**config.mk**
```make
export PLATFORM = sky130hd
export DESIGN_NAME = rcadc_core
export DESIGN_NICKNAME = d
export VERILOG_FILES = /design/src/logic/rcadc_pkg.sv /design/src/logic/rcadc_counter.sv /design/src/logic/rcadc_core.sv
export SDC_FILE = /design/constraint.sdc
export NUM_CORES = 1
export LEC_CHECK = 0
export BUFFER_PORTS_ARGS = -buffer_cell sky130_fd_sc_hd__buf_2
export CORE_AREA = 8 8 138 140
export CTS_CLUSTER_SIZE = 28
export DETAILED_ROUTE_END_ITERATION = 10
export DIE_AREA = 0 0 146 148
export PLACE_DENSITY = 0.85
export SLEW_MARGIN = 10
export SYNTH_ARGS = -nofsm -noshare
export SYNTH_HDL_FRONTEND = slang
export SYNTH_HIERARCHICAL = 1
export SYNTH_SLANG_ARGS = --single-unit
```
**constraint.sdc**
```tcl
create_clock -name aclk -period 4.9 [get_ports aclk]
set_input_delay 0 -clock aclk [delete_from_list [all_inputs] [get_ports aclk]]
set_output_delay 0 -clock aclk [all_outputs]
set_load 0.02 [all_outputs]
```
**src/logic/rcadc_pkg.sv**
```systemverilog
// Shared constants of the RC-oscillation ratio converter.
package rcadc_pkg;
	// Counter geometry.
	localparam int unsigned RCADC_CNT_W = 24;
	localparam logic [23:0] RCADC_CNT_RST = 24'h000000;
	localparam logic [23:0] RCADC_CNT_MAX = 24'hffffff;
	// Register indices; byte address is four times the index.
	localparam logic [9:0] RCADC_IDX_GATE0 = 10'h000;
	localparam logic [9:0] RCADC_IDX_GATE1 = 10'h001;
	localparam logic [9:0] RCADC_IDX_GATE2 = 10'h002;
	localparam logic [9:0] RCADC_IDX_OSC0 = 10'h004;
	localparam logic [9:0] RCADC_IDX_OSC1 = 10'h005;
	localparam logic [9:0] RCADC_IDX_OSC2 = 10'h006;
	localparam logic [9:0] RCADC_IDX_MODE = 10'h008;
	localparam logic [9:0] RCADC_IDX_CTRL = 10'h009;
	localparam logic [9:0] RCADC_IDX_STAT = 10'h00a;
	// Mode register fields and reset.
	localparam int unsigned RCADC_MODE_OSC_LSB = 0;
	localparam int unsigned RCADC_MODE_SRC_BIT = 4;
	localparam int unsigned RCADC_MODE_TB_LSB = 5;
	localparam logic [7:0] RCADC_MODE_RST = 8'h00;
	// Control and status fields.
	localparam int unsigned RCADC_CTRL_RUN_BIT = 0;
	localparam int unsigned RCADC_CTRL_MON_BIT = 1;
	localparam logic [1:0] RCADC_CTRL_RST = 2'h0;
	localparam int unsigned RCADC_STAT_OVF_GATE_BIT = 0;
	localparam int unsigned RCADC_STAT_OVF_OSC_BIT = 1;
	localparam int unsigned RCADC_STAT_START_BIT = 2;
	// Oscillation mode codes.
	localparam logic [3:0] RCADC_OM_EXT0 = 4'h0;
	localparam logic [3:0] RCADC_OM_LAST_CH0 = 4'h4;
	localparam logic [3:0] RCADC_OM_EXT1 = 4'h7;
	// Time-base select codes.
	localparam logic [2:0] RCADC_TB_LS = 3'h0;
	localparam logic [2:0] RCADC_TB_LS2 = 3'h1;
	localparam logic [2:0] RCADC_TB_HS1 = 3'h2;
	localparam logic [2:0] RCADC_TB_HS2 = 3'h3;
	localparam logic [2:0] RCADC_TB_HS4 = 3'h4;
	localparam logic [2:0] RCADC_TB_HS8 = 3'h5;
	// Oscillator pin positions in the pin vectors.
	localparam int unsigned RCADC_PIN_CH0_REF_RES = 0;
	localparam int unsigned RCADC_PIN_CH0_SNS_RES = 1;
	localparam int unsigned RCADC_PIN_CH0_COMBO = 2;
	localparam int unsigned RCADC_PIN_CH0_REF_CAP = 3;
	localparam int unsigned RCADC_PIN_CH1_REF_RES = 4;
	localparam int unsigned RCADC_PIN_CH1_SNS_RES = 5;
	localparam int unsigned RCADC_PIN_CH1_REF_CAP = 6;
	localparam logic [6:0] RCADC_CH0_PINS = 7'h0f;
	localparam logic [6:0] RCADC_CH1_PINS = 7'h70;
	// Bus responses.
	localparam logic [1:0] RCADC_RESP_OKAY = 2'h0;
	localparam logic [1:0] RCADC_RESP_SLVERR = 2'h2;
endpackage

```
**src/logic/rcadc_counter.sv**
```systemverilog
// Byte-loadable 24-bit up-counter with a write shadow for reads during a run.
module rcadc_counter
	import rcadc_pkg::*;
(
	// Clock and reset.
	input wire logic aclk,
	input wire logic aresetn,
	input wire logic ce,
	// Control.
	input wire logic inc,
	input wire logic hold_shadow,
	input wire logic [2:0] load_en,
	input wire logic [7:0] load_byte,
	// Results.
	output logic [23:0] count,
	output logic [23:0] read_value,
	output logic wrap
);
	typedef struct packed {
		logic [23:0] cnt;
		logic [23:0] shadow;
	} rcadc_cnt_s;

	rcadc_cnt_s s_ff;
	rcadc_cnt_s nxt_s;

	assign count = s_ff.cnt;
	assign wrap = inc && (s_ff.cnt == RCADC_CNT_MAX);
	assign read_value = hold_shadow ? s_ff.shadow : s_ff.cnt;

	always_comb begin
		nxt_s = s_ff;
		if (inc) begin
			nxt_s.cnt = s_ff.cnt + 24'h000001;
		end
		for (int i = 0; i < 3; i++) begin
			if (load_en[i]) begin
				nxt_s.cnt[i*8 +: 8] = load_byte;
				nxt_s.shadow[i*8 +: 8] = load_byte;
			end
		end
	end

	always_ff @(posedge aclk) begin
		if (!aresetn) begin
			s_ff <= '{cnt: RCADC_CNT_RST, shadow: RCADC_CNT_RST};
		end else if (ce) begin
			s_ff <= nxt_s;
		end
	end
endmodule // rcadc_counter

```
**src/logic/rcadc_core.sv**
```systemverilog
// Conversion core of the RC-oscillation ratio converter with its AXI4-Lite slave.
// Function
// - 24-bit gate counter counts time-base clock.
// - 24-bit oscillator counter counts selected count clock.
// - Per-counter overflow flags; source bit picks interrupt.
// - Run clear stops oscillators and both counters.
// - Start synchronised to time-base edge: falling edge for LS, count tick for other codes.
// - Gate overflow as reference ends conversion.
// - Oscillator overflow as reference ends conversion.
// - Four-bit mode field selects eight modes.
// - Prohibited modes supply no oscillator clock.
// - Drive only mode's resistor and capacitor pins.
// - External modes count channel input pin.
// - Never run both channel oscillators together.
// - Mode dedicates channel pins during conversion.
// - Monitor output carries oscillation waveform.
// - Counter reads return written value while running.
// - Three-bit field selects time-base clock.
// - Reset clears run bit.
// - Reference counter wraps to zero.
module rcadc_core
	import rcadc_pkg::*;
(
	// Clock, reset and clock enable.
	input wire logic aclk,
	input wire logic aresetn,
	input wire logic ce,
	// AXI4-Lite write address and data.
	input wire logic [11:0] awaddr,
	input wire logic [2:0] awprot,
	input wire logic awvalid,
	output logic awready,
	input wire logic [31:0] wdata,
	input wire logic [3:0] wstrb,
	input wire logic wvalid,
	output logic wready,
	// AXI4-Lite write response.
	output logic [1:0] bresp,
	output logic bvalid,
	input wire logic bready,
	// AXI4-Lite read.
	input wire logic [11:0] araddr,
	input wire logic [2:0] arprot,
	input wire logic arvalid,
	output logic arready,
	output logic [31:0] rdata,
	output logic [1:0] rresp,
	output logic rvalid,
	input wire logic rready,
	// Clock sources and channel inputs.
	input wire logic low_speed_clock,
	input wire logic high_speed_clock,
	input wire logic ch0_clock_input,
	input wire logic ch1_clock_input,
	input wire logic rc_osc_feedback,
	// Oscillator pins and enables.
	output logic [6:0] osc_pin_out,
	output logic [6:0] osc_pin_oe,
	output logic oscillator_ch0,
	output logic oscillator_ch1,
	// Port ownership, monitor and interrupt.
	output logic ch0_pins_dedicated,
	output logic ch1_pins_dedicated,
	output logic oscillation_monitor_out,
	output logic conversion_irq
);
	typedef struct packed {
		logic aw_got;
		logic w_got;
		logic [9:0] aw_idx;
		logic [7:0] wbyte;
		logic wlane0;
		logic bvalid;
		logic [1:0] bresp;
		logic rvalid;
		logic [7:0] rbyte;
		logic [1:0] rresp;
		logic [7:0] conversion_mode_reg;
		logic conversion_run;
		logic monitor_en;
		logic synced_start;
		logic gate_counter_overflow;
		logic osc_counter_overflow;
		logic irq;
		logic ls_q;
		logic hs_q;
		logic [2:0] presc;
		logic src_q;
		logic [6:0] pin_out;
		logic [6:0] pin_oe;
		logic osc0_en;
		logic osc1_en;
		logic ded0;
		logic ded1;
		logic mon;
	} rcadc_core_s;

	rcadc_core_s s_ff;
	rcadc_core_s nxt_s;

	logic [3:0] osc_mode_select;
	logic irq_source_select;
	logic [2:0] time_base_select;
	logic wr_fire;
	logic [9:0] ar_idx;
	logic ls_rise;
	logic ls_fall;
	logic hs_rise;
	logic tb_tick;
	logic tb_fall;
	logic src_level;
	logic src_rise;
	logic gate_inc;
	logic osc_inc;
	logic gate_wrap;
	logic osc_wrap;
	logic ref_wrap;
	logic [2:0] gate_load;
	logic [2:0] osc_load;
	logic [23:0] gate_cnt;
	logic [23:0] osc_cnt;
	logic [23:0] gate_rd;
	logic [23:0] osc_rd;
	logic osc_mode;

	assign osc_mode_select = s_ff.conversion_mode_reg[RCADC_MODE_OSC_LSB +: 4];
	assign irq_source_select = s_ff.conversion_mode_reg[RCADC_MODE_SRC_BIT];
	assign time_base_select = s_ff.conversion_mode_reg[RCADC_MODE_TB_LSB +: 3];
	assign osc_mode = (osc_mode_select > RCADC_OM_EXT0) && (osc_mode_select < RCADC_OM_EXT1);

	// Bus handshakes.
	assign awready = !s_ff.aw_got && !s_ff.bvalid;
	assign wready = !s_ff.w_got && !s_ff.bvalid;
	assign arready = !s_ff.rvalid;
	assign bvalid = s_ff.bvalid;
	assign bresp = s_ff.bresp;
	assign rvalid = s_ff.rvalid;
	assign rresp = s_ff.rresp;
	assign rdata = {24'h000000, s_ff.rbyte};
	assign wr_fire = s_ff.aw_got && s_ff.w_got && !s_ff.bvalid;
	assign ar_idx = araddr[11:2];

	// Pin side outputs.
	assign osc_pin_out = s_ff.pin_out;
	assign osc_pin_oe = s_ff.pin_oe;
	assign oscillator_ch0 = s_ff.osc0_en;
	assign oscillator_ch1 = s_ff.osc1_en;
	assign ch0_pins_dedicated = s_ff.ded0;
	assign ch1_pins_dedicated = s_ff.ded1;
	assign oscillation_monitor_out = s_ff.mon;
	assign conversion_irq = s_ff.irq;

	// Time-base edges.
	assign ls_rise = low_speed_clock && !s_ff.ls_q;
	assign ls_fall = !low_speed_clock && s_ff.ls_q;
	assign hs_rise = high_speed_clock && !s_ff.hs_q;

	always_comb begin
		tb_tick = 1'b0;
		tb_fall = 1'b0;
		unique case (time_base_select)
			RCADC_TB_LS: begin
				tb_tick = ls_rise;
				tb_fall = ls_fall;
			end
			RCADC_TB_LS2: begin
				tb_tick = ls_rise || ls_fall;
				tb_fall = tb_tick;
			end
			RCADC_TB_HS1: begin
				tb_tick = hs_rise;
				tb_fall = hs_rise;
			end
			RCADC_TB_HS2: begin
				tb_tick = hs_rise && s_ff.presc[0];
				tb_fall = tb_tick;
			end
			RCADC_TB_HS4: begin
				tb_tick = hs_rise && (&s_ff.presc[1:0]);
				tb_fall = tb_tick;
			end
			RCADC_TB_HS8: begin
				tb_tick = hs_rise && (&s_ff.presc);
				tb_fall = tb_tick;
			end
			default: begin
				tb_tick = 1'b0;
				tb_fall = 1'b0;
			end
		endcase
	end

	// Oscillator count clock source.
	always_comb begin
		if (osc_mode_select == RCADC_OM_EXT0) begin
			src_level = ch0_clock_input;
		end else if (osc_mode_select == RCADC_OM_EXT1) begin
			src_level = ch1_clock_input;
		end else if (osc_mode) begin
			src_level = rc_osc_feedback;
		end else begin
			src_level = 1'b0;
		end
	end

	assign src_rise = src_level && !s_ff.src_q;
	assign gate_inc = s_ff.synced_start && tb_tick;
	assign osc_inc = s_ff.synced_start && src_rise;
	assign ref_wrap = irq_source_select ? osc_wrap : gate_wrap;

	always_comb begin
		for (int i = 0; i < 3; i++) begin
			gate_load[i] = wr_fire && s_ff.wlane0 && (s_ff.aw_idx == RCADC_IDX_GATE0 + 10'(i));
			osc_load[i] = wr_fire && s_ff.wlane0 && (s_ff.aw_idx == RCADC_IDX_OSC0 + 10'(i));
		end
	end

	rcadc_counter u_gate (
		.aclk(aclk),
		.aresetn(aresetn),
		.ce(ce),
		.inc(gate_inc),
		.hold_shadow(s_ff.conversion_run),
		.load_en(gate_load),
		.load_byte(s_ff.wbyte),
		.count(gate_cnt),
		.read_value(gate_rd),
		.wrap(gate_wrap)
	);

	rcadc_counter u_osc (
		.aclk(aclk),
		.aresetn(aresetn),
		.ce(ce),
		.inc(osc_inc),
		.hold_shadow(s_ff.conversion_run),
		.load_en(osc_load),
		.load_byte(s_ff.wbyte),
		.count(osc_cnt),
		.read_value(osc_rd),
		.wrap(osc_wrap)
	);

	// Drives the resistor pin in phase and the capacitor pin in antiphase.
	function automatic logic [13:0] pin_drive(input logic [3:0] om, input logic ph);
		logic [6:0] oe;
		logic [6:0] val;
		oe = 7'h00;
		val = 7'h00;
		unique case (om)
			4'h1: begin
				oe[RCADC_PIN_CH0_REF_RES] = 1'b1;
				oe[RCADC_PIN_CH0_REF_CAP] = 1'b1;
				val[RCADC_PIN_CH0_REF_RES] = ph;
				val[RCADC_PIN_CH0_REF_CAP] = !ph;
			end
			4'h2: begin
				oe[RCADC_PIN_CH0_SNS_RES] = 1'b1;
				oe[RCADC_PIN_CH0_REF_CAP] = 1'b1;
				val[RCADC_PIN_CH0_SNS_RES] = ph;
				val[RCADC_PIN_CH0_REF_CAP] = !ph;
			end
			4'h3: begin
				oe[RCADC_PIN_CH0_COMBO] = 1'b1;
				oe[RCADC_PIN_CH0_REF_CAP] = 1'b1;
				val[RCADC_PIN_CH0_COMBO] = ph;
				val[RCADC_PIN_CH0_REF_CAP] = !ph;
			end
			4'h4: begin
				oe[RCADC_PIN_CH0_REF_RES] = 1'b1;
				oe[RCADC_PIN_CH0_COMBO] = 1'b1;
				val[RCADC_PIN_CH0_REF_RES] = ph;
				val[RCADC_PIN_CH0_COMBO] = !ph;
			end
			4'h5: begin
				oe[RCADC_PIN_CH1_REF_RES] = 1'b1;
				oe[RCADC_PIN_CH1_REF_CAP] = 1'b1;
				val[RCADC_PIN_CH1_REF_RES] = ph;
				val[RCADC_PIN_CH1_REF_CAP] = !ph;
			end
			4'h6: begin
				oe[RCADC_PIN_CH1_SNS_RES] = 1'b1;
				oe[RCADC_PIN_CH1_REF_CAP] = 1'b1;
				val[RCADC_PIN_CH1_SNS_RES] = ph;
				val[RCADC_PIN_CH1_REF_CAP] = !ph;
			end
			default: begin
				oe = 7'h00;
			end
		endcase
		return {oe, val};
	endfunction

	always_comb begin
		nxt_s = s_ff;
		nxt_s.ls_q = low_speed_clock;
		nxt_s.hs_q = high_speed_clock;
		nxt_s.src_q = src_level;
		nxt_s.irq = 1'b0;
		if (hs_rise) begin
			nxt_s.presc = s_ff.presc + 3'h1;
		end
		// Write address and data are taken in either order.
		if (awvalid && awready) begin
			nxt_s.aw_got = 1'b1;
			nxt_s.aw_idx = awaddr[11:2];
		end
		if (wvalid && wready) begin
			nxt_s.w_got = 1'b1;
			nxt_s.wbyte = wdata[7:0];
			nxt_s.wlane0 = wstrb[0];
		end
		if (wr_fire) begin
			nxt_s.aw_got = 1'b0;
			nxt_s.w_got = 1'b0;
			nxt_s.bvalid = 1'b1;
			nxt_s.bresp = RCADC_RESP_OKAY;
			unique case (s_ff.aw_idx)
				RCADC_IDX_GATE0, RCADC_IDX_GATE1, RCADC_IDX_GATE2,
				RCADC_IDX_OSC0, RCADC_IDX_OSC1, RCADC_IDX_OSC2: begin
					nxt_s.bresp = RCADC_RESP_OKAY;
				end
				RCADC_IDX_MODE: begin
					if (s_ff.wlane0) begin
						nxt_s.conversion_mode_reg = s_ff.wbyte;
					end
				end
				RCADC_IDX_CTRL: begin
					if (s_ff.wlane0) begin
						nxt_s.conversion_run = s_ff.wbyte[RCADC_CTRL_RUN_BIT];
						nxt_s.monitor_en = s_ff.wbyte[RCADC_CTRL_MON_BIT];
					end
				end
				RCADC_IDX_STAT: begin
					if (s_ff.wlane0 && s_ff.wbyte[RCADC_STAT_OVF_GATE_BIT]) begin
						nxt_s.gate_counter_overflow = 1'b0;
					end
					if (s_ff.wlane0 && s_ff.wbyte[RCADC_STAT_OVF_OSC_BIT]) begin
						nxt_s.osc_counter_overflow = 1'b0;
					end
				end
				default: begin
					nxt_s.bresp = RCADC_RESP_SLVERR;
				end
			endcase
		end
		if (s_ff.bvalid && bready) begin
			nxt_s.bvalid = 1'b0;
		end
		// Reads; counters show the written value while a conversion runs.
		if (s_ff.rvalid && rready) begin
			nxt_s.rvalid = 1'b0;
		end
		if (arvalid && arready) begin
			nxt_s.rvalid = 1'b1;
			nxt_s.rresp = RCADC_RESP_OKAY;
			nxt_s.rbyte = 8'h00;
			unique case (ar_idx)
				RCADC_IDX_GATE0: nxt_s.rbyte = gate_rd[7:0];
				RCADC_IDX_GATE1: nxt_s.rbyte = gate_rd[15:8];
				RCADC_IDX_GATE2: nxt_s.rbyte = gate_rd[23:16];
				RCADC_IDX_OSC0: nxt_s.rbyte = osc_rd[7:0];
				RCADC_IDX_OSC1: nxt_s.rbyte = osc_rd[15:8];
				RCADC_IDX_OSC2: nxt_s.rbyte = osc_rd[23:16];
				RCADC_IDX_MODE: nxt_s.rbyte = s_ff.conversion_mode_reg;
				RCADC_IDX_CTRL: begin
					nxt_s.rbyte[RCADC_CTRL_RUN_BIT] = s_ff.conversion_run;
					nxt_s.rbyte[RCADC_CTRL_MON_BIT] = s_ff.monitor_en;
				end
				RCADC_IDX_STAT: begin
					nxt_s.rbyte[RCADC_STAT_OVF_GATE_BIT] = s_ff.gate_counter_overflow;
					nxt_s.rbyte[RCADC_STAT_OVF_OSC_BIT] = s_ff.osc_counter_overflow;
					nxt_s.rbyte[RCADC_STAT_START_BIT] = s_ff.synced_start;
				end
				default: nxt_s.rresp = RCADC_RESP_SLVERR;
			endcase
		end
		// Overflow flags; a new overflow wins over a clear.
		if (gate_wrap) begin
			nxt_s.gate_counter_overflow = 1'b1;
		end
		if (osc_wrap) begin
			nxt_s.osc_counter_overflow = 1'b1;
		end
		// The reference overflow ends the conversion and requests service.
		if (ref_wrap) begin
			nxt_s.conversion_run = 1'b0;
			nxt_s.irq = 1'b1;
		end
		nxt_s.synced_start = nxt_s.conversion_run && (s_ff.synced_start || tb_fall);
		nxt_s.osc0_en = nxt_s.synced_start && osc_mode && (osc_mode_select <= RCADC_OM_LAST_CH0);
		nxt_s.osc1_en = nxt_s.synced_start && osc_mode && (osc_mode_select > RCADC_OM_LAST_CH0);
		{nxt_s.pin_oe, nxt_s.pin_out} = nxt_s.synced_start ?
			pin_drive(osc_mode_select, rc_osc_feedback) : 14'h0000;
		nxt_s.ded0 = nxt_s.conversion_run && (osc_mode_select <= RCADC_OM_LAST_CH0);
		nxt_s.ded1 = nxt_s.conversion_run && (osc_mode_select > RCADC_OM_LAST_CH0) &&
			(osc_mode_select <= RCADC_OM_EXT1);
		nxt_s.mon = s_ff.monitor_en && osc_mode && s_ff.synced_start && rc_osc_feedback;
	end

	always_ff @(posedge aclk) begin
		if (!aresetn) begin
			s_ff <= '0;
			s_ff.conversion_mode_reg <= RCADC_MODE_RST;
			{s_ff.monitor_en, s_ff.conversion_run} <= RCADC_CTRL_RST;
		end else if (ce) begin
			s_ff <= nxt_s;
		end
	end
endmodule // rcadc_core

```
## Word-level counts from Yosys, hierarchy flattened

Index checks and enable logic that the tools add are counted.

| word-level totals | value |
|---|---|
| register bits | 170 |
| input bits | 79 |
| output and inout port bits | 61 |
| logic and storage cells | 236 |

| operators by class | value |
|---|---|
| add/sub/neg operators | 3 |
| order comparisons | 5 |
| equal/unequal tests | 30 |
| muxes and demuxes | 54 |
| reduce and logical (&&, ||, !) cells | 104 |

Operator list:

| kind | number |
|---|---|
| two-way mux 24 bit | 4 |
| equality test 10 x 3 -> 1 bit, second input constant | 6 |
| equality test 10 x 4 -> 1 bit, second input constant | 6 |
| adder 24 x 1 -> 24 bit, second input constant | 2 |
| equality test 24 bit, second input constant | 2 |
| two-way mux 8 bit | 6 |
| AND reduction 2 bit | 22 |
| logical AND 1 bit | 40 |
| one-hot mux 5 bit (7 select lines) | 1 |
| nonzero test 2 bit | 16 |
| two-way mux 1 bit | 27 |
| equality test 10 x 1 -> 1 bit, second input constant | 2 |
| equality test 10 x 2 -> 1 bit, second input constant | 2 |
| logical NOT 10 bit | 2 |
| one-hot mux 2 bit (9 select lines) | 1 |
| OR reduction 9 bit | 2 |
| equality test 4 x 3 -> 1 bit, second input constant | 4 |
| two-way mux 2 bit | 8 |
| AND reduction 4 bit | 4 |
| two-way mux 14 bit | 1 |
| one-hot mux 1 bit (6 select lines) | 2 |
| two-way mux 11 bit | 1 |
| logical NOT 1 bit | 9 |
| equality test 4 x 2 -> 1 bit, second input constant | 2 |
| 18 further kinds | 24 |

## Depth between registers and ports, before layout

Gate-level depths: netlist of the first run.

| logic depth | value |
|---|---|
| word-level depth | 13 |
| gate-level depth with buffers | 15 |
| gate-level depth less buffers | 13 |

## Hierarchy

The synthesis of the first run kept the hierarchy.

By module, submodules not included:

| module | times used | cells an instance | area each (µm²) | seq. area each (µm²) |
|---|---|---|---|---|
| rcadc_counter | 2 | 385 | 3032.9 | 960.9 |
| rcadc_core | 1 | 534 | 4315.4 | 1441.4 |

## Least setup slack after synthesis of the first run

Ideal clock, no wire load.

| path | value |
|---|---|
| path type | register to register |
| start | reg s_ff, in the netlist bvalid |
| end | reg u_osc.s_ff, in the netlist u_osc/count[23] |
| setup time | 0.135 ns |
| arrival time | 2.721 ns |
| required time | 4.765 ns |
| path slack | 2.044 ns |
| stages on the path, launching flop included | 11 |
| buffers on the path | 3 |
| clock period less this slack | 2.856 ns |
| path through | dfxtp_1 bufbuf_16 nand4b_1 or4b_2 nor2_1 clkbuf_1 nand2_1 clkbuf_1 a21o_1 o311ai_0 o41ai_1 |

| on the way | value |
|---|---|
| word-level cells in the longest chain between the ends | 6 |
| elaborated cells between the ends (all ways) | 7 |
| classes of those cells | mux (1); reduce/logical (6) |

Ends and longest elaborated chain:

| element | line | text |
|---|---|---|
| start, declared | rcadc_core.sv:98 | `rcadc_core_s s_ff;` |
| start signal, assigned | rcadc_core.sv:407 | `s_ff <= nxt_s;` |
| logical NOT 1 bit * | rcadc_core.sv:140 | `assign wr_fire = s_ff.aw_got && s_ff.w_got && !s_ff.bvalid;` |
| logical AND 1 bit * | rcadc_core.sv:140 |  |
| logical AND 1 bit * (2 in series) | rcadc_core.sv:214 | `osc_load[i] = wr_fire && s_ff.wlane0 && (s_ff.aw_idx == RCADC_IDX_OSC0 + 10'(i));` |
| named net osc_load[2] | rcadc_core.sv:119 | `logic [2:0] osc_load;` |
| nonzero test 2 bit (no source line) | n/a |  |
| AND reduction 2 bit (no source line) | n/a |  |
| end signal, assigned | rcadc_counter.sv:46 | `s_ff <= '{cnt: RCADC_CNT_RST, shadow: RCADC_CNT_RST};` |
| end signal, assigned | rcadc_counter.sv:48 | `s_ff <= nxt_s;` |
| end, declared | rcadc_counter.sv:24 | `rcadc_cnt_s s_ff;` |

The timed path passes the listed nets; every way through them passes the cells marked *.
A chain may end at the register's enable or synchronous reset.

==> metrics, run 1 <==
status finished clean; Final HPWL DP 19770 um; wirelength, routed 30300 um; P_sw 788.6 uW; Avg Cell Area, Syn 7.978 um^2; Die ar. 21610 um^2; WP data arrival 3600 ps; routability cong. 0.9612; Die H around 150 um; Int Power between 2000 and 2500 uW; drt initial violations 1220; Mapped Cells 1256; r2r worst-path depth 14; PwrDens 271.7 nW/um^2; global-route wire length before repair 47890 um; Post-CTS Setup Bufs 0; Worst Setup Path Type reg -> reg; pin count of the biggest net entering global routing 51; # port buffers 76; Crit. End Element flip-flop; detailed-route via count 9827; die width between 100 and 150 um; Slew @ Worst Pin 1127 ps; crit-path max FO 17; final instance area around 11000 um^2; RR Startpoint s_ff[20]$_SDFFE_PN0P_; P&R area growth vs syn 9.015%; layout cells sized above 1 17.03%; Hold Vio Cnt, Final 0; f_max about 300 MHz; startpoint types flip-flop; clk_lat worst skew 430 ps; sw frac 26.57%; Nets 1364; clock skew 8.831 ps; vias in the first global route 9096; Slew headroom approximately a quarter; Slew Limit Fails 0; # rows between 40 and 50; clock network power share 44.7%; Post-Layout Cell Count around 1500; Clock Path Buffers 2; WHS Endpoint rdata[2]$_SDFFE_PN0P_; drt pass-1 iters 6; Post-Syn Area 10020 um^2; combinational share of power around 7.4%; Lkg Pwr 0.003917 uW; Synth warnings 6; Core Box Area 16940 um^2; total CTS buffers 17; Hold Crit Class in -> reg; maxcap violations 0; CP required between 5000 and 6000 ps; hold depth 4; root buf cell clkbuf_16; Tot Pwr 2968 uW; n_diodes 0; placed cell count 1461; endpoints failing setup 0; vias per cell ~6.5; post_cts resized 0; crit share post-route 67.18%; initial core utilization 59.17%; # clock sinks 168; unrepaired setup endpoints after global routing no; I/O pin cnt 140; Reg clk slew, reported paths 70 ps; register-to-register setup slack 1610 ps; post-route ant nets 0; placed inst area 10120 um^2; initial antenna violation count 1; Tmin final between 3000 and 4000 ps; GRT overflow 0; H-tree levels 4; share of power burned in registers 47.8%; Max rail drop VDD 0.2425 mV; hold_sp araddr[8]; GRT Overall Usage between 20% and 30%; remaining routing DRC violations 0; Setup TNS Final 0 ps; Reg2Reg Capture Point osc_pin_out[3]$_SDFFE_PN0P_; CTS tree yes; routed len/inst 19.97 um
-- cells in the final DEF, fill, tap and decap left out, drive strengths merged, types with 12 or more instances in the layout --
master,n
nand2,223
dfxtp,168
buf,92
a21oi,81
nand3,71
nor2,69
mux2,59
o21ai,42
nor3,31
a21boi,30
mux2i,27
conb,26
dlygate4sd3,24
nor2b,23
inv,23
clkbuf,19
and3,19
o31ai,17
a22oi,15
nand4,14
nand2b,12
and2,12
-- through the flow --
step / hold slack, ps / setup WS [ps] / util [%]
2_1_floorplan: 144.9 / 2044 / -
3_3_place_gp: 254.9 / 1707 / 59.73
3_5_place_dp: 258.2 / 1709 / 59.73
4_1_cts: 13.18 / 1671 / 64.50
5_1_grt: 42.68 / 1258 / 64.50
6_report: 51.47 / 1608 / 64.50
-- flip-flops by register name (all words and copies together) (netlist names), 7 cells and up --
signal        flops
u_gate/count     24
osc_pin_out       7
rdata             8
u_osc/s_ff       24
osc_pin_oe        7
u_osc/count      24
u_gate/s_ff      24
s_ff             35
-- critical path: stages, from the launching register on --
cell and delay [ps]:
dfxtp_1 370, ha_1 200, ha_1 150, nand2_1 50, a31o_2 250, o31a_1 290
nor2_1 90, buf_4 220, nand2_1 70, nor4_1 480, mux2i_1 250, nand2_1 120
mux2i_1 150, nand3_2 310, o21ai_0 150
-- power groups by stage --
stage               Clock [uW]  Combinational, uW  Sequential (uW)
floorplan                    0                160             1440
global placement             0                194             1450
detailed placement           0                198             1450
CTS                       1330                214             1420
global route              1390                236             1420
finish                    1330                221             1420
-- worst max-delay path by stage --
stage,slack [ps],endpoint,cells past startpoint,startpoint
floorplan,2040,u_osc/count[23]$_SDFFE_PN0P_,10,bvalid$_SDFFE_PN0P_
global placement,1710,osc_pin_out[3]$_SDFFE_PN0P_,14,s_ff[20]$_SDFFE_PN0P_
detailed placement,1710,osc_pin_out[3]$_SDFFE_PN0P_,14,s_ff[20]$_SDFFE_PN0P_
CTS,1670,osc_pin_out[3]$_SDFFE_PN0P_,14,s_ff[20]$_SDFFE_PN0P_
global route,1260,osc_pin_out[5]$_SDFFE_PN0P_,14,s_ff[20]$_SDFFE_PN0P_
finish,1610,osc_pin_out[3]$_SDFFE_PN0P_,14,s_ff[20]$_SDFFE_PN0P_
-- layer usage --
layer / GRT usage (%) / up-vias / routed length [um]
li1: - / 4516 / -
met2: 43.70 / 614 / 14240
met5: 0 / - / 0
met1: 34.11 / 4586 / 11880
met3: 6.512 / 111 / 3140
met4: 11.08 / 0 / 1038
-- layout make-up --
class / count / area (um^2)
fill: 1414 / 6012
timing repair buffer: 116 / 740.7
sequential: 168 / 3364
clock inverter: 13 / 135.1
multi-input combinational: 960 / 5909
tap: 225 / 281.5
inverter: 16 / 60.06
clock buffer: 19 / 432.9
-- repair_timing --
item | in CTS | in global routing
hold buffers | 24 | 0
hold endpoints to repair | 29 | 0
setup endpoints to repair | 0 | 0
Note: power is estimated with default switching activity, not from simulation.
==> run 2: changes to the inputs <==
Settings changed: CORE_AREA 8 8 138 140 to 8 8 142 144, DIE_AREA 0 0 146 148 to 0 0 150 152, PLACE_DENSITY 0.85 to 0.81.
Clock period 4.9 ns to 3.3 ns, I/O delays scaled along.
==> metrics, run 2 (same netlist as run 1, synthesis figures left out) <==
status finished clean; endpoints failing setup 0; Die H 152 um; Largest register FFs 35; startpoint types flip-flop; crit path to osc_pin_out[1]$_SDFFE_PN0P_; final worst slack 305.7 ps; f_max 334.0 MHz; initial core utilization between 50% and 60%; die width 150 um; Nets 1384; Tmin final 2994 ps; # clock sinks approximately 170; # rows 49; layout cells sized above 1 a little under a fifth; pin count of the biggest net entering global routing 44; Setup TNS Final 0 ps; maxcap violations 0; unrepaired setup endpoints after global routing no; Core Box Area about 18000 um^2; PwrDens 407.0 nW/um^2; Hold Vio Cnt, Final 0; total CTS buffers 17; Critical Path Stages 14; clock skew 10.77 ps; Slew headroom 29.65%; P_sw 1202 uW; commonest non-fill, non-tap cells in the layout nand2_1, dfxtp_1, a21oi_1; WP data arrival roughly 3300 ps; sw frac 26.55%; root buf cell clkbuf_16; n_diodes 0; Slew Limit Fails 0; Worst Setup Path Type reg -> reg; wirelength, routed around 30000 um; post-route ant nets 0; crit-path max FO 17; drt initial violations about 1200; vias per cell 6.310; initial antenna violation count 0; clock network power share 46.1%; final core occ between 60% and 70%; # port buffers 76; Critical path buffers and inverters 1; Final HPWL DP between 20000 and 25000 um; routability cong. 0.9689; Worst Setup SP s_ff[20]$_SDFFE_PN0P_; Crit. End Element flip-flop; H-tree levels 4; combinational share of power 7.3%; register-to-register setup slack 310 ps; crit share post-route approximately 91%; Reg clk slew, reported paths 70 ps; detailed-route via count slightly below 10000; largest reg by FF count s_ff; crit path cell chain ha_1, ha_1, nand2_1, a31o_2, o31a_1, nor2_1, nand2_1, nor4_1, buf_4, mux2i_1, nand2_1, mux2i_1, nand3_2, o31ai_1; Slew @ Worst Pin about 1000 ps; Slowest cell on crit path dfxtp_1; GRT Overall Usage a little over a quarter; Fillers about 1500; Hold Crit Class in -> reg; r2r worst-path depth 14; GRT overflow 0; CP required about 3600 ps; vias in the first global route roughly 8900; max incr delay on CP 370 ps; I/O pin cnt 140; routed len/inst 19.73 um; Lkg Pwr around 0.0040 uW; clk_lat worst skew ~440 ps; most common cell after layout, fill and taps aside nand2_1; Clock Path Buffers 2; Max rail drop VDD 0.3320 mV; RR Startpoint s_ff[20]$_SDFFE_PN0P_; Worst path most repeated cell nand2_1; worst slack, placed 333.4 ps; global-route wire length before repair 48220 um; CTS tree yes; drt pass-1 iters 5; placed inst area 10260 um^2; Int Power 3324 uW; Die ar. about 23000 um^2; Reg2Reg Capture Point osc_pin_out[1]$_SDFFE_PN0P_; remaining routing DRC violations 0; P&R area growth vs syn 10.96%; delay-heaviest family, CP simple AND/OR/NAND/NOR gates; share of power burned in registers 46.6%; Post-CTS Setup Bufs 0; final instance area 11120 um^2
run 2: worst reg2reg max path, stage by stage, from the launching register on:
cell     delay [ps]
dfxtp_1         370
ha_1            190
ha_1            150
nand2_1          50
a31o_2          260
o31a_1          290
nor2_1          240
nand2_1          90
nor4_1          270
buf_4           200
mux2i_1         110
nand2_1         110
mux2i_1         100
nand3_2         280
o31ai_1         150
run 2: worst min-delay path by stage:
stage               startpoint               endpoint  slack, ps  cells past startpoint
floorplan            awaddr[4]  s_ff[64]$_SDFFE_PN0P_        140                      2
global placement     awaddr[8]  s_ff[68]$_SDFFE_PN0P_        250                      3
detailed placement    wdata[3]  s_ff[57]$_SDFFE_PN0P_        260                      3
CTS                  araddr[9]  rdata[2]$_SDFFE_PN0P_         40                      4
global route         araddr[9]  rdata[2]$_SDFFE_PN0P_         80                      4
finish               araddr[9]  rdata[2]$_SDFFE_PN0P_         50                      4
run 2: repair_timing:
action / CTS / global route
resized for setup: 0 / 0
endpoints found under the setup margin: 0 / 0
endpoints found under the hold margin: 32 / 0
hold buffers: 25 / 0
run 2: through the flow:
stage                     total power, uW  hold WS [ps]  instances
after global routing                 4660         79.19       1541
after CTS                            4530         38.86       1541
final                                4526         54.16       1541
after detailed placement             2452         260.1       1484
after global placement               2449         252.9       1484
after floorplan                      2368         144.9       1281
run 2: cell type report:
| class | instances | area (um^2) | area share, % |
|---|---|---|---|
| clock buffers | 17 | 425.4 | 3.826 |
| clock inverters | 15 | 180.2 | 1.620 |
| well taps | 229 | 286.5 | 2.577 |
| inverters | 16 | 60.06 | 0.5401 |
| multi-input cells | 960 | 5909 | 53.15 |
| repair buffers | 136 | 893.4 | 8.034 |
| flip-flops and latches | 168 | 3364 | 30.26 |
run 2: routing by layer:
metal / up-vias / GRT usage [%] / part of all wire (%)
met5: - / 0 / 0
li1: 4555 / - / -
met3: 64 / 6.237 / 9.5
met4: 0 / 9.762 / 2.4
met1: 4555 / 33.45 / 41
met2: 549 / 41.29 / 47
run 2: power groups by stage:
stage	sequential, uW	clock (uW)	combinational, uW
after CTS	2110	2100	323
after global routing	2110	2190	357
after global placement	2150	0	298
after floorplan	2130	0	237
after detailed placement	2150	0	300
final	2110	2080	332
